## src/vrs_defs.svh

```systemverilog
`ifndef VRS_DEFS_SVH
`define VRS_DEFS_SVH
// Object indices of the process-data map
`define VRS_IDX_STATE_WORD   16'h6041
`define VRS_IDX_TOL_BAND     16'h606D
`define VRS_IDX_TOL_DWELL    16'h606E
// Drive state word bit positions
`define VRS_BIT_READY        0
`define VRS_BIT_SWITCHED_ON  1
`define VRS_BIT_OP_ENABLED   2
`define VRS_BIT_FAULT        3
`define VRS_BIT_POWER        4
`define VRS_BIT_QUICK_HALT   5
`define VRS_BIT_SW_DISABLED  6
`define VRS_BIT_WARNING      7
`define VRS_BIT_REMOTE       9
`define VRS_BIT_VEL_REACHED  10
`define VRS_BIT_INT_LIMIT    11
`define VRS_BIT_SPEED_ZERO   12
`define VRS_BIT_SLIP_ERR     13
// Reset values
`define VRS_RST_TOL_BAND     16'h0000
`define VRS_RST_TOL_DWELL    16'h0000
// Dwell unit is 1 ms; clock 125 MHz
`define VRS_DWELL_UNIT_NS    1000000
`define VRS_CLK_PERIOD_NS    8
`define VRS_CYC_PER_MS       (`VRS_DWELL_UNIT_NS / `VRS_CLK_PERIOD_NS)
`endif

```

## src/vrs_pkg.sv

```systemverilog
package vrs_pkg;
  // Drive condition flags from the rest of the drive
  typedef struct packed {
    logic ready;
    logic switched_on;
    logic op_enabled;
    logic fault;
    logic power_present_flag;
    logic quick_halt_flag;
    logic sw_disabled;
    logic warning;
    logic remote_flag;
    logic int_limit;
    logic speed_zero;
  } vrs_cond_s;
  // Dwell tracker states
  typedef enum logic [2:0] {
    VRS_OUT   = 3'b001,
    VRS_DWELL = 3'b010,
    VRS_IN    = 3'b100
  } vrs_state_e;
  typedef logic [15:0] vrs_word_t;
endpackage

```

## src/vrs_ms_tick.sv

```systemverilog
`timescale 1ns/1ps
`include "vrs_defs.svh"
// Divider giving a one-cycle pulse every millisecond
module vrs_ms_tick #(
  parameter int CYC_PER_TICK = `VRS_CYC_PER_MS
) (
  input  wire logic core_clk_i,
  input  wire logic sys_rst_i,
  input  wire logic clear_i,
  output logic      tick_o
);
  localparam int CW = $clog2(CYC_PER_TICK + 1);
  logic [CW-1:0] cnt_r;   // Cycle count
  logic [CW-1:0] cnt_nxt; // Next count
  logic          tick_nxt;

  initial begin
    if (CYC_PER_TICK < 2) $error("CYC_PER_TICK must be at least 2");
  end

  // Restart on clear so the first tick is a full period away
  always_comb begin
    cnt_nxt  = cnt_r + CW'(1);
    tick_nxt = 1'b0;
    if (clear_i) begin
      cnt_nxt = '0;
    end else if (cnt_r == CW'(CYC_PER_TICK - 1)) begin
      cnt_nxt  = '0;
      tick_nxt = 1'b1;
    end
  end

  // Register only
  always_ff @(posedge core_clk_i) begin
    if (sys_rst_i) begin
      cnt_r  <= '0;
      tick_o <= 1'b0;
    end else begin
      cnt_r  <= cnt_nxt;
      tick_o <= tick_nxt;
    end
  end
endmodule

```

## src/vrs_status.sv

```systemverilog
`timescale 1ns/1ps
`include "vrs_defs.svh"
// Operation
// - Read-only 16-bit drive state word output
// - Bit 10 set after in-band dwell
// - Bit 10 cleared when deviation leaves band
// - Halt off: bit 10 means speed reached
// - Halt on: bit 10 means speed reached and axis stopped
// - Bit 13 slippage error not implemented
// - Dwell time sets in-band interval
module vrs_status
  import vrs_pkg::*;
#(
  parameter int VEL_W        = 32,
  parameter int CYC_PER_MS   = `VRS_CYC_PER_MS
) (
  input  wire logic                    core_clk_i,
  input  wire logic                    sys_rst_i,
  input  wire logic signed [VEL_W-1:0] target_vel_i,   // Commanded speed
  input  wire logic signed [VEL_W-1:0] vel_offset_i,   // Speed bias
  input  wire logic signed [VEL_W-1:0] actual_vel_i,   // Measured speed
  input  wire logic                    halt_i,         // Stop request from control word
  input  wire vrs_cond_s               cond_i,         // Other drive flags
  input  wire logic                    band_wr_i,      // Write strobe, tolerance band
  input  wire logic                    dwell_wr_i,     // Write strobe, dwell time
  input  wire vrs_word_t               wr_data_i,      // Written value
  output vrs_word_t                    state_word_o,   // Drive state word
  output vrs_word_t                    tol_band_o,     // Band readback
  output vrs_word_t                    tol_dwell_o     // Dwell readback
);
  initial begin
    if (VEL_W < 17 || VEL_W > 62) $error("VEL_W out of range");
    if (CYC_PER_MS < 2) $error("CYC_PER_MS must be at least 2");
  end

  // Parameter registers
  vrs_word_t band_r, band_nxt;    // Tolerance band, command units/s
  vrs_word_t dwell_r, dwell_nxt;  // Dwell, milliseconds

  // Host writes; full unsigned 16-bit range accepted as is
  always_comb begin
    band_nxt  = band_r;
    dwell_nxt = dwell_r;
    if (band_wr_i) begin
      band_nxt = wr_data_i;
    end
    if (dwell_wr_i) begin
      dwell_nxt = wr_data_i;
    end
  end

  always_ff @(posedge core_clk_i) begin
    if (sys_rst_i) begin
      band_r  <= `VRS_RST_TOL_BAND;
      dwell_r <= `VRS_RST_TOL_DWELL;
    end else begin
      band_r  <= band_nxt;
      dwell_r <= dwell_nxt;
    end
  end

  // Deviation: widened two bits so sum and difference never wrap
  localparam int DW = VEL_W + 2;
  logic signed [DW-1:0] cmd_sum;  // Target plus bias
  logic signed [DW-1:0] dev;      // Commanded minus measured
  logic        [DW-1:0] dev_abs;  // Magnitude
  logic                 in_band;  // Deviation within band

  always_comb begin
    cmd_sum = DW'(target_vel_i) + DW'(vel_offset_i);
    dev     = cmd_sum - DW'(actual_vel_i);
    dev_abs = dev[DW-1] ? DW'(-dev) : DW'(dev);
    in_band = (dev_abs <= DW'(band_r));
  end

  // Millisecond enable, held in phase with the start of dwell
  logic ms_tick;   // One pulse per ms
  logic tick_clr;  // Restart divider

  vrs_ms_tick #(
    .CYC_PER_TICK (CYC_PER_MS)
  ) u_tick (
    .core_clk_i (core_clk_i),
    .sys_rst_i  (sys_rst_i),
    .clear_i    (tick_clr),
    .tick_o     (ms_tick)
  );

  // Dwell tracker
  vrs_state_e st_r, st_nxt;       // Tracker state
  vrs_word_t  ms_r, ms_nxt;       // Elapsed ms in band
  logic       reach_r, reach_nxt; // Velocity reached

  // Leaving band always returns to OUT, which zeroes the dwell count
  always_comb begin
    st_nxt    = st_r;
    ms_nxt    = ms_r;
    reach_nxt = reach_r;
    tick_clr  = 1'b0;
    case (st_r)
      VRS_OUT: begin
        reach_nxt = 1'b0;
        tick_clr  = 1'b1;
        ms_nxt    = '0;
        if (in_band) begin
          if (dwell_r == 16'h0000) begin
            st_nxt    = VRS_IN; // Zero dwell: reached at once
            reach_nxt = 1'b1;
          end else begin
            st_nxt = VRS_DWELL;
          end
        end
      end
      VRS_DWELL: begin
        if (!in_band) begin
          st_nxt = VRS_OUT;
          ms_nxt = '0;
        end else if (ms_tick) begin
          ms_nxt = ms_r + 16'h0001;
          if (ms_nxt >= dwell_r) begin
            st_nxt    = VRS_IN;
            reach_nxt = 1'b1;
          end
        end
      end
      VRS_IN: begin
        if (!in_band) begin
          st_nxt    = VRS_OUT;
          reach_nxt = 1'b0;
          ms_nxt    = '0;
        end
      end
      default: begin
        st_nxt    = VRS_OUT;
        reach_nxt = 1'b0;
        ms_nxt    = '0;
      end
    endcase
  end

  always_ff @(posedge core_clk_i) begin
    if (sys_rst_i) begin
      st_r    <= VRS_OUT;
      ms_r    <= '0;
      reach_r <= 1'b0;
    end else begin
      st_r    <= st_nxt;
      ms_r    <= ms_nxt;
      reach_r <= reach_nxt;
    end
  end

  // State word assembly
  vrs_word_t sw_nxt; // Next state word

  // Under halt the reached flag is also gated by cond_i.speed_zero, so bit 10
  // reports a stopped axis only when in band as well; halt has its own path.
  always_comb begin
    sw_nxt = '0; // Reserved bits and bit 13 read zero
    sw_nxt[`VRS_BIT_READY]       = cond_i.ready;
    sw_nxt[`VRS_BIT_SWITCHED_ON] = cond_i.switched_on;
    sw_nxt[`VRS_BIT_OP_ENABLED]  = cond_i.op_enabled;
    sw_nxt[`VRS_BIT_FAULT]       = cond_i.fault;
    sw_nxt[`VRS_BIT_POWER]       = cond_i.power_present_flag;
    sw_nxt[`VRS_BIT_QUICK_HALT]  = cond_i.quick_halt_flag;
    sw_nxt[`VRS_BIT_SW_DISABLED] = cond_i.sw_disabled;
    sw_nxt[`VRS_BIT_WARNING]     = cond_i.warning;
    sw_nxt[`VRS_BIT_REMOTE]      = cond_i.remote_flag;
    sw_nxt[`VRS_BIT_INT_LIMIT]   = cond_i.int_limit;
    sw_nxt[`VRS_BIT_SPEED_ZERO]  = cond_i.speed_zero;
    if (halt_i) begin
      sw_nxt[`VRS_BIT_VEL_REACHED] = reach_nxt && cond_i.speed_zero;
    end else begin
      sw_nxt[`VRS_BIT_VEL_REACHED] = reach_nxt;
    end
    sw_nxt[`VRS_BIT_SLIP_ERR] = 1'b0;
  end

  always_ff @(posedge core_clk_i) begin
    if (sys_rst_i) begin
      state_word_o <= '0;
      tol_band_o   <= `VRS_RST_TOL_BAND;
      tol_dwell_o  <= `VRS_RST_TOL_DWELL;
    end else begin
      state_word_o <= sw_nxt;
      tol_band_o   <= band_nxt;
      tol_dwell_o  <= dwell_nxt;
    end
  end

  // Checks
  AST_SLIP_ZERO: assert property (@(posedge core_clk_i) disable iff (sys_rst_i)
    state_word_o[`VRS_BIT_SLIP_ERR] == 1'b0)
    else $error("bit 13 set");
  AST_OUT_CLEARS: assert property (@(posedge core_clk_i) disable iff (sys_rst_i)
    !in_band |=> !state_word_o[`VRS_BIT_VEL_REACHED])
    else $error("bit 10 set out of band");
  AST_DWELL_RESTART: assert property (@(posedge core_clk_i) disable iff (sys_rst_i)
    (st_r == VRS_DWELL && !in_band) |=> (ms_r == 16'h0000 && st_r == VRS_OUT))
    else $error("dwell not restarted");
  AST_NO_EARLY: assert property (@(posedge core_clk_i) disable iff (sys_rst_i)
    $rose(reach_r) |-> (ms_r >= $past(dwell_r)))
    else $error("reached before dwell");
  AST_REACH_AFTER_DWELL: assert property (@(posedge core_clk_i) disable iff (sys_rst_i)
    (st_r == VRS_DWELL && in_band && ms_tick && ms_r + 16'h0001 >= dwell_r) |=> reach_r)
    else $error("reached not set");
  // Zero dwell must not wait for a divider tick
  AST_ZERO_DWELL: assert property (@(posedge core_clk_i) disable iff (sys_rst_i)
    (st_r == VRS_OUT && in_band && dwell_r == 16'h0000) |=> reach_r)
    else $error("reached not set at zero dwell");
  AST_HALT_STOP: assert property (@(posedge core_clk_i) disable iff (sys_rst_i)
    (halt_i && !cond_i.speed_zero) |=> !state_word_o[`VRS_BIT_VEL_REACHED])
    else $error("bit 10 under halt while moving");
  AST_NOHALT_MIRROR: assert property (@(posedge core_clk_i) disable iff (sys_rst_i)
    !halt_i |=> state_word_o[`VRS_BIT_VEL_REACHED] == reach_r)
    else $error("bit 10 mismatch");
  AST_BAND_WRITE: assert property (@(posedge core_clk_i) disable iff (sys_rst_i)
    band_wr_i |=> tol_band_o == $past(wr_data_i))
    else $error("band not written");
  AST_DWELL_WRITE: assert property (@(posedge core_clk_i) disable iff (sys_rst_i)
    dwell_wr_i |=> tol_dwell_o == $past(wr_data_i))
    else $error("dwell not written");
  AST_RESERVED: assert property (@(posedge core_clk_i) disable iff (sys_rst_i)
    state_word_o[15:14] == 2'b00 && state_word_o[8] == 1'b0)
    else $error("reserved set");
endmodule

```

## config.mk

```make
export PLATFORM = sky130hd
export DESIGN_NAME = vrs_status
export DESIGN_NICKNAME = d
export VERILOG_FILES = /design/src/vrs_pkg.sv /design/src/vrs_ms_tick.sv /design/src/vrs_status.sv
export VERILOG_INCLUDE_DIRS = /design/src
export SDC_FILE = /design/constraint.sdc
export NUM_CORES = 1
export LEC_CHECK = 0
export ABC_CLOCK_PERIOD_IN_PS = 16600
export BUFFER_PORTS_ARGS = -buffer_cell sky130_fd_sc_hd__buf_2
export CAP_MARGIN = 20
export CORE_AREA = 2 2 135 137
export DETAILED_ROUTE_END_ITERATION = 6
export DIE_AREA = 0 0 137 139
export PLACE_DENSITY = 0.73
export SLEW_MARGIN = 15
export SYNTH_ARGS = -nofsm -noshare
export SYNTH_HDL_FRONTEND = slang
export SYNTH_SLANG_ARGS = --single-unit
```

## constraint.sdc

```tcl
create_clock -name core_clk_i -period 16.6 [get_ports core_clk_i]
set_input_delay 2.49 -clock core_clk_i [delete_from_list [all_inputs] [get_ports core_clk_i]]
set_output_delay 2.49 -clock core_clk_i [all_outputs]
set_load 0.02 [all_outputs]
```

# Word level (Yosys, flattened, before mapping)
# Cells that the tools add are included.
# totals
register_bits	86
latch_bits	0
ramBits	0
romBits	0
input_bits	128
output_inout_bits	48
word_cells	52
memories	0
# op_classes
add_sub_neg	5
n_mul	0
n_div	0
n_lt_le_gt_ge	2
n_eq_ne	8
n_shift	0
n_mux	22
bitwise	0
n_reduce_logical	6
# op_table
cell	n
16-bit 2-to-1 mux	3
34-bit by 16-bit <= comparator with 1-bit output	1
34-bit 2-to-1 mux	1
34-bit negator	1
33-bit by 32-bit subtractor with 34-bit output	1
32-bit by 32-bit adder with 33-bit output	1
16-bit case mux with 2 select lines	1
3-bit 2-to-1 mux	6
17-bit by 1-bit adder with 17-bit output, second input constant	1
17-bit == test, second input constant	1
16-bit by 1-bit adder with 16-bit output, second input constant	1
16-bit greater-or-equal comparator	1
16-bit zero test	1
1-bit 2-to-1 mux	9
3-bit case mux with 3 select lines	1
2-bit != test, second input constant	2
4-bit AND reduction	1
3-bit by 1-bit == test with 1-bit output, second input constant	1
3-bit by 2-bit == test with 1-bit output, second input constant	1
3-bit == test, second input constant	1
3-bit by 2-bit != test with 1-bit output, second input constant	1
3-bit != test, second input constant	1
1-bit case mux with 3 select lines	1
3-bit OR reduction	1
3 further kinds	3

# Logic depth before layout (Yosys ltp)
# logic_depth
depth_word	9
mapped_depth	31
mapped_depth_nobuf	27

# Modules after synthesis
# A second synthesis with hierarchy kept.
# unflattened
cells_unflattened	1133
hier_area_um2	8764.7
# by_module_without_submodules
module	n_inst	cells_per_inst	area_each_um2	seq_area_each_um2
vrs_status	1	1039	7932.6	1281.2
vrs_ms_tick	1	94	832.0	360.3

# Worst setup path before layout
# OpenSTA, ideal clock, no wires.
# synth_path
kind	input to register
startpoint	input target_vel_i[14]
endpoint	register ms_r[11]
setup_ps	66
arrival_ps	7982
required_time_ps	16534
path_slack_ps	8552
stages	30
n_path_buf	6
path_cell_list	inv_1 > fa_1 > inv_1 > ha_1 > clkbuf_1 > a21o_1 > a31o_2 > clkbuf_1 > and2_1 > o2111ai_1 > and3_1 > clkbuf_1 > clkbuf_1 > o31ai_1 > xnor2_1 > ha_1 > a21oi_1 > nor2b_1 > o21ai_0 > and4b_1 > o211ai_1 > a22oi_1 > o2111ai_1 > nor4b_1 > nand4b_1 > or4_4 > or2_1 > buf_6 > buf_6 > a21oi_2
# synth_between
elab_chain_len	7
elab_cells_between_ends	10
cone_classes	add/sub (3); order compare (1); eq/ne (2); mux (3); reduce/logical (1)
# synth_rtl
element	line	rtl
start, declared	vrs_status.sv:19	input wire logic signed [VEL_W-1:0] target_vel_i,
32-bit by 32-bit adder with 33-bit output (*)	vrs_status.sv:70	cmd_sum = DW'(target_vel_i) + DW'(vel_offset_i);
33-bit by 32-bit subtractor with 34-bit output (*)	vrs_status.sv:71	dev = cmd_sum - DW'(actual_vel_i);
34-bit negator	vrs_status.sv:72	dev_abs = dev[DW-1] ? DW'(-dev) : DW'(dev);
34-bit 2-to-1 mux (*)	vrs_status.sv:72	
34-bit by 16-bit <= comparator with 1-bit output (*)	vrs_status.sv:73	in_band = (dev_abs <= DW'(band_r));
3-bit by 2-bit != test with 1-bit output (no source line) (tied with other cells)	n/a	
2-bit AND reduction (no source line) or 16-bit case mux with 2 select lines (tied branches)	n/a	
end signal, assigned	vrs_status.sv:148	ms_r <= ms_nxt;
end, declared	vrs_status.sv:91	vrs_word_t ms_r, ms_nxt;
# Every way passes the cells marked *; elsewhere a longest branch is shown, timed or not.
# A chain may end at the register's enable or synchronous reset.

# Worst setup path in the final report
# layout_path
startpoint	input target_vel_i[4]
endpoint	register st_r[0]
# layout_between
elab_chain_len	7
elab_cells_between_ends	12
cone_classes	add/sub (3); order compare (1); eq/ne (4); mux (3); reduce/logical (1)
# layout_rtl
element	line	rtl
32-bit by 32-bit adder with 33-bit output (*)	vrs_status.sv:70	
33-bit by 32-bit subtractor with 34-bit output (*)	vrs_status.sv:71	
34-bit negator	vrs_status.sv:72	
34-bit 2-to-1 mux (*)	vrs_status.sv:72	
34-bit by 16-bit <= comparator with 1-bit output (*)	vrs_status.sv:73	
3-bit by 2-bit != test with 1-bit output (no source line) (tied with other cells)	n/a	
4-bit AND reduction (no source line) or 3-bit case mux with 3 select lines (tied branches)	n/a	
end signal, assigned	vrs_status.sv:147	st_r <= st_nxt;
end, declared	vrs_status.sv:90	vrs_state_e st_r, st_nxt;
# Marks and branches as above.

==> results.md <==
- Result of the run: complete, no violations
- Slew Viols, Final: 0
- Number of cells produced by synthesis: roughly 1.1k
- Core area: 0.01766 sq mm
- Post-CTS Repair Setup Buffers: 0
- Area Overhead vs Synth: 13.60%
- Number of global-route vias before repair: 7,546
- Clk pin slew, worst setup/hold paths: about 0.060 ns
- Number of clock sinks: 82
- Number of search-and-repair iterations in the first detailed-routing pass: 7
- Cell at the root of the clock tree: clkbuf_16
- Number of storage elements in the synthesis netlist: 82
- Filler-free cell count of the finished design: 1,510
- Startpoint type of the worst setup path: input pin
- Total vias in the final route: between 8k and 9k
- Shortest clock period the worst path allows after layout: about 8.5 ns
- Worst Path Required: 16.83 ns
- Worst path cell trace: buf_2, inv_1, fa_1, inv_1, ha_1, a21oi_1, and2_1, nand2_1, o311ai_0, o2111a_1, nand2_1, o21ai_0, xnor2_1, ha_1, a211oi_1, and4b_1, o211ai_1, a22oi_1, o2111ai_1, nor4b_1, nand4b_1, or4_4, or2_1, nand2b_1
- Final setup slack of the worst path: approximately 8 ns
- MaxCap Viol Count: 0
- Number of vias per cell after detailed routing: 5.526
- Worst min-delay path class: flip-flop to flip-flop
- Power density over the cells: 91.95 mW/mm^2
- Row Count: 49
- Max_slew headroom: 0.3768
- Number of clock buffers inserted by TritonCTS: 9
- Worst-path maximum fanout: 18
- Tightest hold margin: between 0.4 and 0.5 ns
- Die ar.: between 0.015 and 0.02 sq mm
- Placer congestion estimate: 0.8970
- Remaining Overflow, GRT: 0
- Final-report hold violation count: 0
- DRT antenna net count: 0
- Total of buffers placed on input and output ports: 171
- Count of H-tree levels built during CTS: 3
- Buf/Inv on CP: 3
- Number of nets at the end of the flow: approximately 1.5k
- Total instance count after detailed placement: 1,495
- CTS tree: built
- Post-CTS Hold Buffers: 0
- Initial Util: 0.4930
- Commonest cells in the synthesized netlist: inv_1, nor2_1, dfxtp_1
- Tightest Pin Transition: 0.9313 ns
- Source-to-sink clock delay at the later pin of the worst-skew pair: 0.34 ns
- Total routing usage reported by global routing: 0.2185
- Synth async-reset ratio: 0
- Slowest-stage cell, CP: o311ai_0
- Longest individual stage delay on the worst path: 0.67 ns
- Die extent in x: around 140 um
- Half-perimeter wire length after detailed placement: 16,930 um
- Clk buf depth: 2
- Family with the most delay on the worst path: simple AND/OR/NAND/NOR gates
- Flip-flop cell with the highest count after synthesis: dfxtp_1
- Worst setup slack before clock tree synthesis: 7.797 ns
- Worst Clk Skew: 0.008909 ns
- Max Clk Rate: 0.1175 GHz
- Number of failing setup endpoints in the final timing report: 0
- Fraction of the cycle the final worst path needs: 0.5125
- Aggregate routed wire length: 20,980 um
- Max rail drop VDD: about 0.063 mV
- Nature of the critical path endpoint: flip-flop
- Count of instances resized after the clock tree is built: 0
- Number of distinct library cells after synthesis: between 80 and 90
- Cell taking the most area after synthesis: dfxtp_1
- Number of filler instances in the final layout: about 1.7k
- I/O pin cnt: 176
- Number of DRC markers after the initial detailed-route iteration: 431
- Top-count cell post-synth: inv_1
- Area share of the largest cell type after synthesis: 0.1886
- Unrepaired setup endpoints after global routing: no
- Yosys warning total: 0
- Initial antenna violation count: 0
- Drt drc: 0
- Die Y-Extent: between 100 and 150 um
- Drt wl/cell: 13.89 um
- Share of layout cells above drive strength 1: 0.1725
- Wire length of the first global-routing pass: 35,110 um
- Largest cells by area after synthesis: dfxtp_1, ha_1, fa_1, inv_1, nor2_1
- Part of the Yosys area used for sequential elements: 0.1886
- Summed negative setup slack over all endpoints: 0 ns
- Inserted Diodes: 0
- Leakage Power: 4.762 nW
- Synth Cell Area: 0.008705 sq mm
- Critical path class: input pin to flip-flop
- Count of flip-flops with a built-in enable after synthesis: 0
- Mean Syn Cell Area: 7.609 sq um
- Maximum number of pins on one net before global-route repair: 50
- Arrival time at the worst endpoint: 8.74 ns
sequential cells by signal, summed over array words and instances (netlist names):
signal and flops:
u_tick.tick_o 1, u_tick.cnt_r 17, ms_r 16, reach_r 1, st_r 3, tol_dwell_o 16
tol_band_o 16, state_word_o 12
cells in the final DEF (no fill, tap or decap), types with 32 or more instances in the layout:
cell type,n
fa_1,32
nor2_1,112
o21ai_0,54
ha_1,69
nand3_1,33
inv_1,167
dfxtp_1,82
a21oi_1,61
nand2_1,68
mux2i_1,35
xnor2_1,36
buf_2,171
worst paths after layout:
kind	endpoint	start	depth (start not counted)	slack, ns
setup / recovery	st_r[0]	target_vel_i[4]	24	8.09
hold / removal	u_tick.cnt_r[0]	u_tick.cnt_r[0]	1	0.46
setup reg to reg	state_word_o[10]	ms_r[0]	15	12.91
hold reg to reg	u_tick.cnt_r[0]	u_tick.cnt_r[0]	1	0.46
layout make-up:
| class | count | area, sq um | area share |
|---|---|---|---|
| Multi-Input combinational cell | 846 | 6207 | 0.6277 |
| Sequential cell | 82 | 1642 | 0.1660 |
| Timing Repair Buffer | 171 | 855.8 | 0.08655 |
| Inverter | 167 | 626.9 | 0.06339 |
| Tap cell | 229 | 286.5 | 0.02898 |
| Clock buffer | 9 | 225.2 | 0.02278 |
| Clock inverter | 6 | 45.04 | 0.004555 |
power breakdown:
part,switching [mW],internal [mW],total [mW]
Combinational,0.312,0.208,0.520
Clock,0.0804,0.100,0.181
Sequential,0.00576,0.203,0.209
logic make-up (layout without fill, tap and decap cells):
family                     Yosys count  in the layout  synth area share
and+or+nand+nor                    390            390            0.2352
other                                1              4         0.0004308
muxes                               38             38           0.04413
AOI/OAI and AO/OA                  249            249            0.1949
adders and majority gates          101            101            0.1728
DFF                                 82             82            0.1886
xor gates and xnor gates            64             64           0.06440
buffers and inverters              219            353           0.09961
per-layer routing:
layer / vias up / part of all wire / GRT usage
li1: 4193 / - / -
met1: 3863 / 0.47 / 0.3010
met2: 254 / 0.46 / 0.3608
met3: 34 / 0.051 / 0.02230
met4: 0 / 0.019 / 0.06131
met5: - / 0 / 0
through the flow:
step | util | instance area, sq um | power (mW)
global placement | 0.5447 | 9618 | 0.7198
detailed placement | 0.5447 | 9618 | 0.7264
finish | 0.5600 | 9888 | 0.9093
global route | 0.5600 | 9888 | 0.9837
floorplan | - | 8716 | 0.6097
CTS | 0.5600 | 9888 | 0.9078
Note: power is estimated with default switching activity, not from simulation.
